`src/fpe_map.svh`:
```
// Constants of the erase and clock-set link: codes, frame lengths, timing.
// Assumes a 100 MHz system clock on both ends; included by the package users.
`ifndef FPE_MAP_SVH
`define FPE_MAP_SVH

// Status codes returned in the first status byte.
`define FPE_ST_CMD_ERR       8'h04
`define FPE_ST_PARAM         8'h05
`define FPE_ST_ACK           8'h06
`define FPE_ST_CHKSUM        8'h07
`define FPE_ST_PROTECT       8'h10
`define FPE_ST_NACK          8'h15
`define FPE_ST_ERASE_MARGIN  8'h1a
`define FPE_ST_VERIFY_MARGIN 8'h1b
`define FPE_ST_WRITE         8'h1c

// Command codes and the frame end marker.
`define FPE_CODE_FREQ_SET    8'h90
`define FPE_CODE_WHOLE_ERASE 8'h20
`define FPE_CODE_RANGE_ERASE 8'h22
`define FPE_CODE_STATUS      8'h70
`define FPE_ETX              8'h03

// Length field values: command byte plus parameters.
`define FPE_LEN_FREQ_SET     8'h05
`define FPE_LEN_WHOLE_ERASE  8'h01
`define FPE_LEN_RANGE_ERASE  8'h07
`define FPE_LEN_STATUS       8'h01
`define FPE_LEN_MAX          8'h07

// Timing: wait limits in microseconds, converted to cycles by the programmer.
`define FPE_CLK_PERIOD_NS    10
`define FPE_CMD_WAIT_MAX_US  100
`define FPE_FREQ_WAIT_MAX_US 1000
`define FPE_CHIP_WAIT_MAX_US 1000000
`define FPE_BLK_WAIT_MAX_US  100000
`define FPE_STAT_WAIT_MAX_US 1000
`define FPE_LINK_HALF_CYC    8
`define FPE_GUARD_CYC        16
`define FPE_ERASE_CYC        1000
`define FPE_BLOCK_BITS       12
`define FPE_FREQ_MIN         32'h000f4240
`define FPE_FREQ_MAX         32'h01312d00

`endif

```
`src/fpe_pkg.sv`:
```
// Types shared by both ends of the erase and clock-set link.
// Assumes nothing of its surroundings.
`default_nettype none
package fpe_pkg;
  typedef enum logic [1:0] {
    FPE_OP_FREQ_SET    = 2'b00,
    FPE_OP_WHOLE_ERASE = 2'b01,
    FPE_OP_RANGE_ERASE = 2'b10
  } fpe_op_t;
  typedef enum logic [1:0] {
    FPE_RES_NORMAL   = 2'b00,
    FPE_RES_ABNORMAL = 2'b01,
    FPE_RES_TIMEOUT  = 2'b10
  } fpe_result_t;
  typedef enum logic [2:0] {
    FPE_S_IDLE = 3'b000,
    FPE_S_PRE  = 3'b001,
    FPE_S_SEND = 3'b010,
    FPE_S_POST = 3'b011,
    FPE_S_RECV = 3'b100
  } fpe_state_t;
endpackage
`default_nettype wire

```
`src/fpe_link_if.sv`:
```
// Three-wire serial link plus busy handshake line between the two ends.
// Assumes the bench joins one programmer end and one target end to it.
`timescale 1ns/100ps
`default_nettype none
interface fpe_link_if;
  logic link_clk;
  logic cmd_data;
  logic reply_data;
  logic busy_handshake_line;
  modport prog (output link_clk, output cmd_data, input reply_data, input busy_handshake_line);
  modport tgt (input link_clk, input cmd_data, output reply_data, output busy_handshake_line);
endinterface
`default_nettype wire

```
`src/fpe_programmer.sv`:
```
// Programmer end: runs clock-set, whole erase and range erase sequences
// with busy waits, status fetch and time-outs. Assumes the busy and reply
// pins come from another clock domain; it makes the link clock itself.
// Behaviour
// - Wait not-busy before command, bounded, else time-out.
// - After clock set, bounded busy wait, then status.
// - Clock-set frame carries four data bytes, length five.
// - Target acknowledges accepted clock, parameter error otherwise.
// - Target reports checksum error on mismatched frame.
// - Target refuses busy-time or malformed frames with NACK.
// - Whole erase has no parameters, bounded wait, status.
// - Target rejects protected whole erase with protect error.
// - Failed whole erase reports write or margin error.
// - Range erase sends start and end, length seven.
// - Erase next block until all done, then normal.
// - Target: unaligned range parameter error, protected range refused.
// - Failed range erase reports the first margin error.
// - Acknowledge normal, other status abnormal, late status time-out.
// - Busy past the limit is a time-out outcome.
// - Status check sends status command, inspects first byte.
`timescale 1ns/100ps
`default_nettype none
`include "fpe_map.svh"
module fpe_programmer
  import fpe_pkg::*;
#(
  parameter int unsigned HALF_CYC        = `FPE_LINK_HALF_CYC,
  parameter int unsigned BLOCK_BITS      = `FPE_BLOCK_BITS,
  parameter int unsigned CMD_WAIT_CYC    = `FPE_CMD_WAIT_MAX_US * 1000 / `FPE_CLK_PERIOD_NS,
  parameter int unsigned FREQ_WAIT_CYC   = `FPE_FREQ_WAIT_MAX_US * 1000 / `FPE_CLK_PERIOD_NS,
  parameter int unsigned CHIP_WAIT_CYC   = `FPE_CHIP_WAIT_MAX_US * 1000 / `FPE_CLK_PERIOD_NS,
  parameter int unsigned BLOCK_WAIT_CYC  = `FPE_BLK_WAIT_MAX_US * 1000 / `FPE_CLK_PERIOD_NS,
  parameter int unsigned STATUS_WAIT_CYC = `FPE_STAT_WAIT_MAX_US * 1000 / `FPE_CLK_PERIOD_NS
) (
  input  wire logic        i_sys_clk,
  input  wire logic        i_nrst,
  input  wire logic        i_ce,
  input  wire logic        i_start,
  input  wire fpe_op_t     i_op,
  input  wire logic [31:0] i_freq,
  input  wire logic [7:0]  i_first_block,
  input  wire logic [7:0]  i_last_block,
  output logic             o_active,
  output logic             o_done,
  output fpe_result_t      o_result,
  output logic [7:0]       o_status,
  fpe_link_if.prog         link
);
  fpe_state_t  state;
  fpe_op_t     op;
  logic        phase;
  logic [31:0] freq, tmo, limit;
  logic [7:0]  cur_blk, last_blk;
  logic [3:0]  bidx;
  logic        busy_q1, busy_q2, rx_q1, rx_q2;
  logic        eng_run, eng_done, eng_load, tmo_hit, guard_ok;
  logic [7:0]  tx_sh, rx_sh, div_cnt, eng_byte, fchk;
  logic [2:0]  bitn;
  logic [7:0]  body  [0:7];
  logic [7:0]  frame [0:9];
  logic [23:0] blk_start, blk_end;

  // Busy and reply pins pass two flops before any logic reads them.
  always_ff @(posedge i_sys_clk) begin
    if (!i_nrst) begin
      {busy_q1, busy_q2, rx_q1, rx_q2} <= 4'h0;
    end else if (i_ce) begin
      {busy_q2, busy_q1, rx_q2, rx_q1} <= {busy_q1, link.busy_handshake_line, rx_q1, link.reply_data};
    end
  end

  // Range erase covers exactly one block per command.
  assign blk_start = 24'(cur_blk) << BLOCK_BITS;
  assign blk_end   = blk_start | ((24'h000001 << BLOCK_BITS) - 24'h000001);

  // Frame builder: length, command, parameters, checksum, end marker.
  always_comb begin
    for (int i = 0; i < 8; i++) body[i] = 8'h00;
    body[0] = `FPE_LEN_STATUS;
    body[1] = `FPE_CODE_STATUS;
    if (!phase) begin
      unique case (op)
        FPE_OP_FREQ_SET: begin
          body[0] = `FPE_LEN_FREQ_SET;
          body[1] = `FPE_CODE_FREQ_SET;
          {body[2], body[3], body[4], body[5]} = freq;
        end
        FPE_OP_WHOLE_ERASE: begin
          body[0] = `FPE_LEN_WHOLE_ERASE;
          body[1] = `FPE_CODE_WHOLE_ERASE;
        end
        FPE_OP_RANGE_ERASE: begin
          body[0] = `FPE_LEN_RANGE_ERASE;
          body[1] = `FPE_CODE_RANGE_ERASE;
          {body[2], body[3], body[4]} = blk_start;
          {body[5], body[6], body[7]} = blk_end;
        end
        default: ;
      endcase
    end
    fchk = 8'h00;
    for (int i = 0; i < 8; i++) begin
      if (8'(i) <= body[0]) fchk = fchk - body[i];
    end
    for (int i = 0; i < 10; i++) frame[i] = 8'h00;
    for (int i = 0; i < 8; i++) begin
      if (8'(i) <= body[0]) frame[i] = body[i];
    end
    frame[4'(body[0] + 8'h01)] = fchk;
    frame[4'(body[0] + 8'h02)] = `FPE_ETX;
  end

  // A byte starts whenever the sequencer sits in a transfer state idle.
  assign eng_load = ((state == FPE_S_SEND) || (state == FPE_S_RECV)) && !eng_run && !eng_done;
  assign eng_byte = (state == FPE_S_RECV) ? 8'h00 : frame[bidx];

  // Byte engine: divides the system clock into the link clock, sends MSB
  // first on the falling edge and samples the reply on the rising edge.
  always_ff @(posedge i_sys_clk) begin
    if (!i_nrst) begin
      eng_run       <= 1'b0;
      eng_done      <= 1'b0;
      link.link_clk <= 1'b0;
      link.cmd_data <= 1'b0;
      tx_sh         <= 8'h00;
      rx_sh         <= 8'h00;
      bitn          <= 3'h0;
      div_cnt       <= 8'h00;
    end else if (i_ce) begin
      eng_done <= 1'b0;
      if (eng_load) begin
        eng_run       <= 1'b1;
        tx_sh         <= eng_byte;
        link.cmd_data <= eng_byte[7];
        bitn          <= 3'h0;
        div_cnt       <= 8'h00;
      end else if (eng_run) begin
        if (div_cnt == 8'(HALF_CYC - 1)) begin
          div_cnt <= 8'h00;
          if (!link.link_clk) begin
            link.link_clk <= 1'b1;
            rx_sh         <= {rx_sh[6:0], rx_q2};
          end else begin
            link.link_clk <= 1'b0;
            if (bitn == 3'h7) begin
              eng_run  <= 1'b0;
              eng_done <= 1'b1;
            end else begin
              bitn          <= bitn + 3'h1;
              tx_sh         <= {tx_sh[6:0], 1'b0};
              link.cmd_data <= tx_sh[6];
            end
          end
        end else begin
          div_cnt <= div_cnt + 8'h01;
        end
      end
    end
  end

  // Wait limit for the current busy check.
  always_comb begin
    if (state == FPE_S_PRE) begin
      limit = 32'(CMD_WAIT_CYC);
    end else if (phase) begin
      limit = 32'(STATUS_WAIT_CYC);
    end else begin
      unique case (op)
        FPE_OP_WHOLE_ERASE: limit = 32'(CHIP_WAIT_CYC);
        FPE_OP_RANGE_ERASE: limit = 32'(BLOCK_WAIT_CYC);
        default:            limit = 32'(FREQ_WAIT_CYC);
      endcase
    end
  end

  // Time-out counter runs only in busy checks; leaving one clears it.
  always_ff @(posedge i_sys_clk) begin
    if (!i_nrst) begin
      tmo <= 32'h00000000;
    end else if (i_ce) begin
      tmo <= (state == FPE_S_PRE || state == FPE_S_POST) ? tmo + 32'h00000001 : 32'h00000000;
    end
  end
  assign tmo_hit = (tmo >= limit);
  // The guard hides the stale not-busy seen just after a frame goes out.
  assign guard_ok = (tmo >= 32'(`FPE_GUARD_CYC));

  // Sequencer: busy check, command, busy check, status frame, busy check, status byte.
  always_ff @(posedge i_sys_clk) begin
    if (!i_nrst) begin
      state    <= FPE_S_IDLE;
      op       <= FPE_OP_FREQ_SET;
      phase    <= 1'b0;
      freq     <= 32'h00000000;
      cur_blk  <= 8'h00;
      last_blk <= 8'h00;
      bidx     <= 4'h0;
      o_done   <= 1'b0;
      o_result <= FPE_RES_NORMAL;
      o_status <= 8'h00;
    end else if (i_ce) begin
      o_done <= 1'b0;
      unique case (state)
        FPE_S_IDLE: begin
          if (i_start) begin
            op       <= i_op;
            freq     <= i_freq;
            cur_blk  <= i_first_block;
            last_blk <= i_last_block;
            phase    <= 1'b0;
            state    <= FPE_S_PRE;
          end
        end
        FPE_S_PRE: begin
          if (!busy_q2) begin
            bidx  <= 4'h0;
            state <= FPE_S_SEND;
          end else if (tmo_hit) begin
            o_result <= FPE_RES_TIMEOUT;
            o_done   <= 1'b1;
            state    <= FPE_S_IDLE;
          end
        end
        FPE_S_SEND: begin
          if (eng_done) begin
            bidx <= bidx + 4'h1;
            if ({4'h0, bidx} == body[0] + 8'h02) begin
              state <= FPE_S_POST;
            end
          end
        end
        FPE_S_POST: begin
          if (guard_ok && !busy_q2) begin
            if (phase) begin
              state <= FPE_S_RECV;
            end else begin
              phase <= 1'b1;
              bidx  <= 4'h0;
              state <= FPE_S_SEND;
            end
          end else if (tmo_hit) begin
            o_result <= FPE_RES_TIMEOUT;
            o_done   <= 1'b1;
            state    <= FPE_S_IDLE;
          end
        end
        FPE_S_RECV: begin
          if (eng_done) begin
            o_status <= rx_sh;
            phase    <= 1'b0;
            if (rx_sh != `FPE_ST_ACK) begin
              o_result <= FPE_RES_ABNORMAL;
              o_done   <= 1'b1;
              state    <= FPE_S_IDLE;
            end else if (op == FPE_OP_RANGE_ERASE && cur_blk < last_blk) begin
              cur_blk <= cur_blk + 8'h01;
              state   <= FPE_S_PRE;
            end else begin
              o_result <= FPE_RES_NORMAL;
              o_done   <= 1'b1;
              state    <= FPE_S_IDLE;
            end
          end
        end
        default: state <= FPE_S_IDLE;
      endcase
    end
  end

  assign o_active = (state != FPE_S_IDLE);
endmodule
`default_nettype wire

```
`src/flat_wrapper.sv`:
```
// flat-port wrapper written by rule: the top's interface ports become plain ports
module fpe_programmer_flat import fpe_pkg::*;
#(
  parameter int unsigned HALF_CYC        = `FPE_LINK_HALF_CYC,
  parameter int unsigned BLOCK_BITS      = `FPE_BLOCK_BITS,
  parameter int unsigned CMD_WAIT_CYC    = `FPE_CMD_WAIT_MAX_US * 1000 / `FPE_CLK_PERIOD_NS,
  parameter int unsigned FREQ_WAIT_CYC   = `FPE_FREQ_WAIT_MAX_US * 1000 / `FPE_CLK_PERIOD_NS,
  parameter int unsigned CHIP_WAIT_CYC   = `FPE_CHIP_WAIT_MAX_US * 1000 / `FPE_CLK_PERIOD_NS,
  parameter int unsigned BLOCK_WAIT_CYC  = `FPE_BLK_WAIT_MAX_US * 1000 / `FPE_CLK_PERIOD_NS,
  parameter int unsigned STATUS_WAIT_CYC = `FPE_STAT_WAIT_MAX_US * 1000 / `FPE_CLK_PERIOD_NS
)
  (i_sys_clk, i_nrst, i_ce, i_start, i_op, i_freq, i_first_block, i_last_block, o_active, o_done, o_result, o_status, link_link_clk, link_cmd_data, link_reply_data, link_busy_handshake_line);
  fpe_link_if link_i ();
  input  wire logic i_sys_clk;
  input  wire logic i_nrst;
  input  wire logic i_ce;
  input  wire logic i_start;
  input  wire fpe_op_t i_op;
  input  wire logic [31:0] i_freq;
  input  wire logic [7:0] i_first_block;
  input  wire logic [7:0] i_last_block;
  output logic o_active;
  output logic o_done;
  output fpe_result_t o_result;
  output logic [7:0] o_status;
  output wire logic [$bits(link_i.link_clk)-1:0] link_link_clk;
  output wire logic [$bits(link_i.cmd_data)-1:0] link_cmd_data;
  input wire logic [$bits(link_i.reply_data)-1:0] link_reply_data;
  input wire logic [$bits(link_i.busy_handshake_line)-1:0] link_busy_handshake_line;
  assign link_link_clk = link_i.link_clk;
  assign link_cmd_data = link_i.cmd_data;
  assign link_i.reply_data = link_reply_data;
  assign link_i.busy_handshake_line = link_busy_handshake_line;
  fpe_programmer #(.HALF_CYC(HALF_CYC), .BLOCK_BITS(BLOCK_BITS), .CMD_WAIT_CYC(CMD_WAIT_CYC), .FREQ_WAIT_CYC(FREQ_WAIT_CYC), .CHIP_WAIT_CYC(CHIP_WAIT_CYC), .BLOCK_WAIT_CYC(BLOCK_WAIT_CYC), .STATUS_WAIT_CYC(STATUS_WAIT_CYC)) u_core (.i_sys_clk(i_sys_clk), .i_nrst(i_nrst), .i_ce(i_ce), .i_start(i_start), .i_op(i_op), .i_freq(i_freq), .i_first_block(i_first_block), .i_last_block(i_last_block), .o_active(o_active), .o_done(o_done), .o_result(o_result), .o_status(o_status), .link(link_i));
endmodule
```
`config.mk`:
```
export PLATFORM = sky130hd
export DESIGN_NAME = fpe_programmer_flat
export DESIGN_NICKNAME = d
export VERILOG_FILES = /design/src/fpe_pkg.sv /design/src/fpe_link_if.sv /design/src/fpe_programmer.sv /design/src/flat_wrapper.sv
export VERILOG_INCLUDE_DIRS = /design/src
export SDC_FILE = /design/constraint.sdc
export NUM_CORES = 1
export LEC_CHECK = 0
export BUFFER_PORTS_ARGS = -buffer_cell sky130_fd_sc_hd__buf_2
export CORE_ASPECT_RATIO = 1.2
export CORE_UTILIZATION = 53
export DETAILED_ROUTE_END_ITERATION = 10
export PLACE_DENSITY = 0.71
export SYNTH_ARGS = -nofsm -noshare
export SYNTH_HDL_FRONTEND = slang
export SYNTH_SLANG_ARGS = --single-unit
```
`constraint.sdc`:
```
create_clock -name i_sys_clk -period 12.9 [get_ports i_sys_clk]
set_clock_uncertainty 0.1 [all_clocks]
set_input_delay 0.645 -clock i_sys_clk [delete_from_list [all_inputs] [get_ports i_sys_clk]]
set_output_delay 0.645 -clock i_sys_clk [all_outputs]
set_load 0.05 [all_outputs]
```
==> qor.yml, run 1 <==
status: "completed"
power.leakage_nw: 4.56
synthFlopType: "dfxtp_1"
drt-total-wl_mm: 27.2
initial_utilization_pct: 54.6
drive_gt1_share_pct: 10.6
nFillCells: 1739
top_layer: "met4"
critical_path.max_stage_delay_ns: 0.47
dr.pass1.iters: 5
cts_buffer_depth: 2
startpoint_type: "flip-flop"
crit_start: "u_core.op[0]"
cp.required_ns: 13.11
core_area_mm2: 0.0183
hp-class: "input pin to flip-flop"
detail-route-antenna-nets: 0
yosysSeqAreaShare_pct: 27.0
dieArea_mm2: 0.0194
instances_no_fill: 1593
synthArstFlopShare_pct: 0
crit_arrival_ns: 8.51
slew_violations: 0
crit_type: "flip-flop to flip-flop"
overflow: 0
cts_tree: "yes"
wl_met2_mm: 13.0
cp_slowest_cell: "nor3_1"
end_kind: "flip-flop"
syn_nets: 1441
htree_levels: 4
synth_top_area_cell: "dfxtp_1"
synth_mux_area_share_pct: 3.58
setup_tns_ns: 0
synth_seq_cells: 135
clk_latency_ns: 0.43
hpwl_mm: 20.2
worst_slew_pin_slew_ns: 1.18
post-route-drc-count: 0
synth_cells: 1298
synth_top_family_by_area: "simple AND/OR/NAND/NOR gates"
synth_compound_area_share_pct: 22.0
pwr_density_cell_mw_per_mm2: 246
syn_area_mm2: 0.0100
grt.total_usage_pct: 28.8
synth_commonest_cells: "nand2_1, dfxtp_1, nor2_1, ha_1, o21ai_0"
max_clock_freq_mhz: 121
rsz0062_at_grt: "false"
min-delay-start: "i_freq[8]"
cts_sinks: 135
drt-initial-drc-count: 577
synthXorXnorAreaFrac_pct: 5.74
antenna_found_initial: 0
met1_length_mm: 11.9
grt_pass1_wl_mm: 44.7
die_y_um: 152
synthAdderAreaFrac_pct: 11.3
cts_resized: 0
slew-limit-headroom_pct: 20.8
area_growth_pct: 10.4
synth_top_cells_by_area: "dfxtp_1, ha_1, nand2_1, a21boi_0, nor2_1"
maxCapViolations: 0
synth_edf_count: 0
die_w_um: 127
ios: 70
finalHoldWorstSlack_ns: 0.360
yosysWarningCount: 0
finalWorstSetupSlack_ns: 4.60
ctsHoldBuffers: 0
vias: 9381
synth_top_area_share_pct: 27.0
dr_wl_met3_mm: 1.16
clkTransAtPathRegs_ns: 0.07
r2r_start: "u_core.op[0]"
dp_cells: 1561
n_antenna_cell: 0
setup_violations: 0
timing.critical_path.mode_cell: "ha_1"
hold_viol_final: 0
timing.final.crit_period_ns: 8.30
cts_buffers: 17
cts_setup_buffers: 0
wl_per_cell_um: 17.1
root_buffer: "clkbuf_16"
vias_per_cell: 5.89
nets: 1471
crit_fanout: 37
synth_cell_types: 80
gp_congestion: 0.999
ir_drop_mv: 0.299
r2r_slack_ns: 4.60
fin_crit_sh_pct: 64.3
row_count: 54
post-place-ws_ns: 4.67
yosysMostFrequentCell: "nand2_1"
synthSimpleGateAreaFrac_pct: 25.7
synth_area_per_cell_um2: 7.70
io_buffers: 69
grt_max_degree: 84
grt_pass1_vias: 8829
[critical path: cells and delay by family, from the launching register on]
family                   cells  cell delay (ns)
AO/OA/AOI/OAI               12             2.08
flip-flops                   1             0.34
buffers and inverters        3             0.68
XOR/XNOR                     5             0.81
adder cells (fa/ha/maj)      7             2.15
AND/OR/NAND/NOR              9             2.00
[power by group]
part	switching [mW]	internal (mW)
sequential	0.0210	0.435
clock	0.213	0.260
combinational	1.02	0.767
[registers in the layout, indices dropped and copies added (netlist names), 2 cells and up]
| register | cells |
|---|---|
| u_core.bidx | 4 |
| u_core.cur_blk | 8 |
| u_core.state | 3 |
| u_core.div_cnt | 8 |
| u_core.bitn | 3 |
| u_core.tmo | 32 |
| u_core.o_result | 2 |
| u_core.rx_sh | 8 |
| u_core.op | 2 |
| u_core.tx_sh | 7 |
| u_core.last_blk | 8 |
| u_core.freq | 32 |
| u_core.o_status | 8 |
[path summary, 6_finish.rpt]
kind	endpoint	cells after the start
min	u_core.freq[8]	3
max reg2reg	u_core.link.cmd_data	36
max	u_core.link.cmd_data	36
min reg2reg	u_core.o_result[0]	2
[final cells by class]
type / instances / area, µm² / area share (%)
Sequential cell: 135 / 2700 / 24.5
Clock inverter: 14 / 129 / 1.17
Timing Repair Buffer: 81 / 435 / 3.94
Tap cell: 252 / 315 / 2.86
Inverter: 50 / 188 / 1.70
Clock buffer: 18 / 439 / 3.98
Multi-Input combinational cell: 1043 / 6830 / 61.9
[cells in the final DEF (no fill, tap or decap), types with 11 or more instances in the layout]
cell type  netlist  routed
nor2_1         103     103
xnor2_1         21      21
xor2_1          42      42
buf_4            0      12
o21a_1          20      20
nor4_1          11      11
clkbuf_16        0      17
nor3_1          22      21
nand4_1         23      23
a21boi_0        53      53
a21o_1          19      19
and3_1          17      17
nor2b_1         47      47
a31oi_1         15      15
o21ai_0         74      74
nand3_1         37      37
dfxtp_1        135     135
nand2b_1        18      18
and2_1          13      13
inv_1           47      47
ha_1            82      82
a22oi_1         15      15
mux2i_1         29      29
buf_2            7      69
nand2_1        201     201
a21oi_1         52      52
[cells by family (layout without fill, tap and decap cells)]
kind of cell,after synthesis,count (layout)
AND/OR/NAND/NOR,531,531
AO/OA/AOI/OAI,326,326
flip-flops,135,135
buffers and inverters,120,163
adder cells (fa/ha/maj),87,87
XOR/XNOR,64,64
multiplexers,35,35
[layer usage]
metal	global-route usage [%]	up-vias
li1	-	4656
met1	35.2	4414
met2	48.3	254
met3	5.02	57
met4	14.1	0
met5	0	-
[stage by stage]
step	util [%]	area [µm²]	power (mW)
2_1_floorplan	-	10000	1.83
3_3_place_gp	57.2	10500	2.20
3_5_place_dp	57.2	10500	2.22
4_1_cts	60.3	11000	2.70
5_1_grt	60.3	11000	2.91
6_report	60.3	11000	2.72
Note: power is estimated with default switching activity, not from simulation.
==> run 2, diff against run 1 <==
--- a/config.mk
+++ b/config.mk
@@ -6,6 +6,7 @@
 export SDC_FILE = /design/constraint.sdc
 export NUM_CORES = 1
 export LEC_CHECK = 0
+export ABC_AREA = 1
 export BUFFER_PORTS_ARGS = -buffer_cell sky130_fd_sc_hd__buf_2
 export CORE_ASPECT_RATIO = 1.2
 export CORE_UTILIZATION = 53
==> constraint.sdc (replaced) <==
create_clock -name i_sys_clk -period 7.7 [get_ports i_sys_clk]
set_clock_uncertainty 0.1 [all_clocks]
set_input_delay 0.385 -clock i_sys_clk [delete_from_list [all_inputs] [get_ports i_sys_clk]]
set_output_delay 0.385 -clock i_sys_clk [all_outputs]
set_load 0.05 [all_outputs]
==> qor.yml, run 2 <==
drive_gt1_share_pct: 12.3
n_antenna_cell: 0
synth_cells: 1568
wl_per_cell_um: 16.1
synth_edf_count: 0
gp_congestion: 0.995
hp-class: "input pin to flip-flop"
io_buffers: 69
cp_slowest_cell: "fa_1"
final_common_cell: "nand2_1"
yosysSeqAreaShare_pct: 26.6
end_kind: "flip-flop"
crit_fanout: 8
critPathBufInv: 11
slew_violations: 0
grt_max_degree: 74
ios: 70
synthFlopType: "dfxtp_1"
die_w_um: 128
post-route-drc-count: 0
grt.total_usage_pct: 30.5
drt-total-wl_mm: 30.4
synthArstFlopShare_pct: 0
synth_top_area_cell: "dfxtp_1"
finalHoldWorstSlack_ns: 0.0759
row_count: 55
synthSimpleGateAreaFrac_pct: 26.4
synth_seq_cells: 135
clk_latency_ns: 0.44
hold_viol_final: 0
grt_pass1_wl_mm: 47.7
startpoint_type: "flip-flop"
cp.required_ns: 7.93
synth_commonest_cells: "nand2_1, inv_1, a21oi_1, o21ai_0, nor2_1"
worst_slew_pin_slew_ns: 0.793
dieArea_mm2: 0.0197
overflow: 0
synth_top_area_share_pct: 26.6
initial_utilization_pct: 54.1
syn_nets: 1711
synthXorXnorAreaFrac_pct: 1.64
synthAdderAreaFrac_pct: 11.1
maxCapViolations: 0
seq_area_mm2: 0.00270
fin_crit_sh_pct: 93.4
nFillCells: 1795
cts_buffers: 17
nets: 1761
timing.critical_path.mode_cell: "nand2_1"
synth_area_per_cell_um2: 6.48
die_y_um: 154
cts_tree: "yes"
status: "completed"
dr.pass1.iters: 7
power.leakage_nw: 5.07
setup_violations: 0
critical_path.max_stage_delay_ns: 0.44
synth_mux_area_share_pct: 0
yosysMostFrequentCell: "nand2_1"
hpwl_mm: 22.7
pwr_density_cell_mw_per_mm2: 317
drt-initial-drc-count: 843
synth_compound_area_share_pct: 23.2
synth_cell_types: 58
crit_family: "adder cells"
clkTransAtPathRegs_ns: 0.08
vias_per_cell: 5.67
grt_pass1_vias: 9782
finalWorstSetupSlack_ns: 0.508
syn_area_mm2: 0.0102
crit_arrival_ns: 7.42
htree_levels: 4
core_area_mm2: 0.0188
vias: 10700
detail-route-antenna-nets: 0
synth_top_cells_by_area: "dfxtp_1, nand2_1, ha_1, a21oi_1, inv_1"
ctsHoldBuffers: 0
mostFrequentLayoutCells: "nand2_1, inv_1, a21oi_1"
cts_sinks: 135
timing.final.crit_period_ns: 7.19
slew-limit-headroom_pct: 47.1
synth_top_family_by_area: "simple AND/OR/NAND/NOR gates"
yosysWarningCount: 0
crit_type: "flip-flop to flip-flop"
instances_no_fill: 1887
dp_cells: 1848
post-place-ws_ns: 0.158
ir_drop_mv: 0.304
largestRegisters: "u_core.freq: 32 flops, u_core.tmo: 32 flops"
antenna_found_initial: 0
cts_buffer_depth: 2
root_buffer: "clkbuf_16"
area_growth_pct: 14.6
max_clock_freq_mhz: 139
multi_input_area_mm2: 0.00657
run 2: cell count changes after synthesis, sizes merged, moves of 29 or more:
cell,previous run,this run
inv,48,231
a21oi,55,199
nand2,201,284
mux2i,29,0
nand3,37,81
nor2,105,146
nor2b,47,0
a21boi,53,8
o21ai,78,162
run 2: cell families (layout without fill, tap and decap cells):
kind of cell / after synthesis / count (layout)
compound gates: 432 / 432
buf+inv: 292 / 355
fa+ha+maj: 87 / 87
xor+xnor: 19 / 19
simple gates: 603 / 603
flops: 135 / 135
run 2: worst register-to-register path: cells and delay by family (launching register included):
kind | cells | cell delay, ns
adders and majority gates | 8 | 2.45
and+or+nand+nor | 20 | 1.86
AOI/OAI and AO/OA | 8 | 1.16
buffers and inverters | 11 | 0.86
xor gates and xnor gates | 2 | 0.35
DFF | 1 | 0.33
run 2: final timing paths:
check | to | cells after the start | from | slack, ns
worst min-delay path | u_core.busy_q1 | 3 | link_busy_handshake_line | 0.08
worst min register to register | u_core.o_status[3] | 2 | u_core.o_status[3] | 0.34
worst max register to register | u_core.tx_sh[6] | 49 | u_core.op[0] | 0.51
worst max-delay path | u_core.tx_sh[6] | 49 | u_core.op[0] | 0.51
run 2: cell type report:
| cell class | instances | share of cell area (%) |
|---|---|---|
| multi-input combinational | 1141 | 56.5 |
| timing repair buffer | 89 | 4.58 |
| clock inverter | 15 | 1.71 |
| sequential | 135 | 23.2 |
| clock buffer | 17 | 3.66 |
| tap | 256 | 2.75 |
| inverter | 234 | 7.61 |
run 2: layer usage:
metal | vias up | part of all wire [%] | global-route usage, %
met4 | 0 | 5.5 | 18.0
li1 | 5370 | - | -
met2 | 381 | 48 | 51.0
met1 | 4836 | 41 | 37.2
met5 | - | 0 | 0
met3 | 104 | 6.0 | 4.24
run 2: per-stage QoR:
stage / power (mW) / setup TNS, ns / instance area [µm²] / util (%)
after CTS: 3.43 / 0 / 11300 / 60.2
after global routing: 3.97 / -0.0548 / 11600 / 62.0
after floorplan: 2.18 / 0 / 10200 / -
after global placement: 2.54 / 0 / 10700 / 56.9
after detailed placement: 2.59 / 0 / 10700 / 56.9
final: 3.69 / 0 / 11600 / 62.0
run 2: where the power goes:
group,switching [mW],total (mW),internal (mW)
sequential,0.0238,0.748,0.724
combinational,1.28,2.10,0.822
clock,0.394,0.838,0.445
run 2: timing repair:
action	in CTS	in global routing
buffers inserted	0	6
endpoints found under the setup margin	0	4
resized for setup	0	59
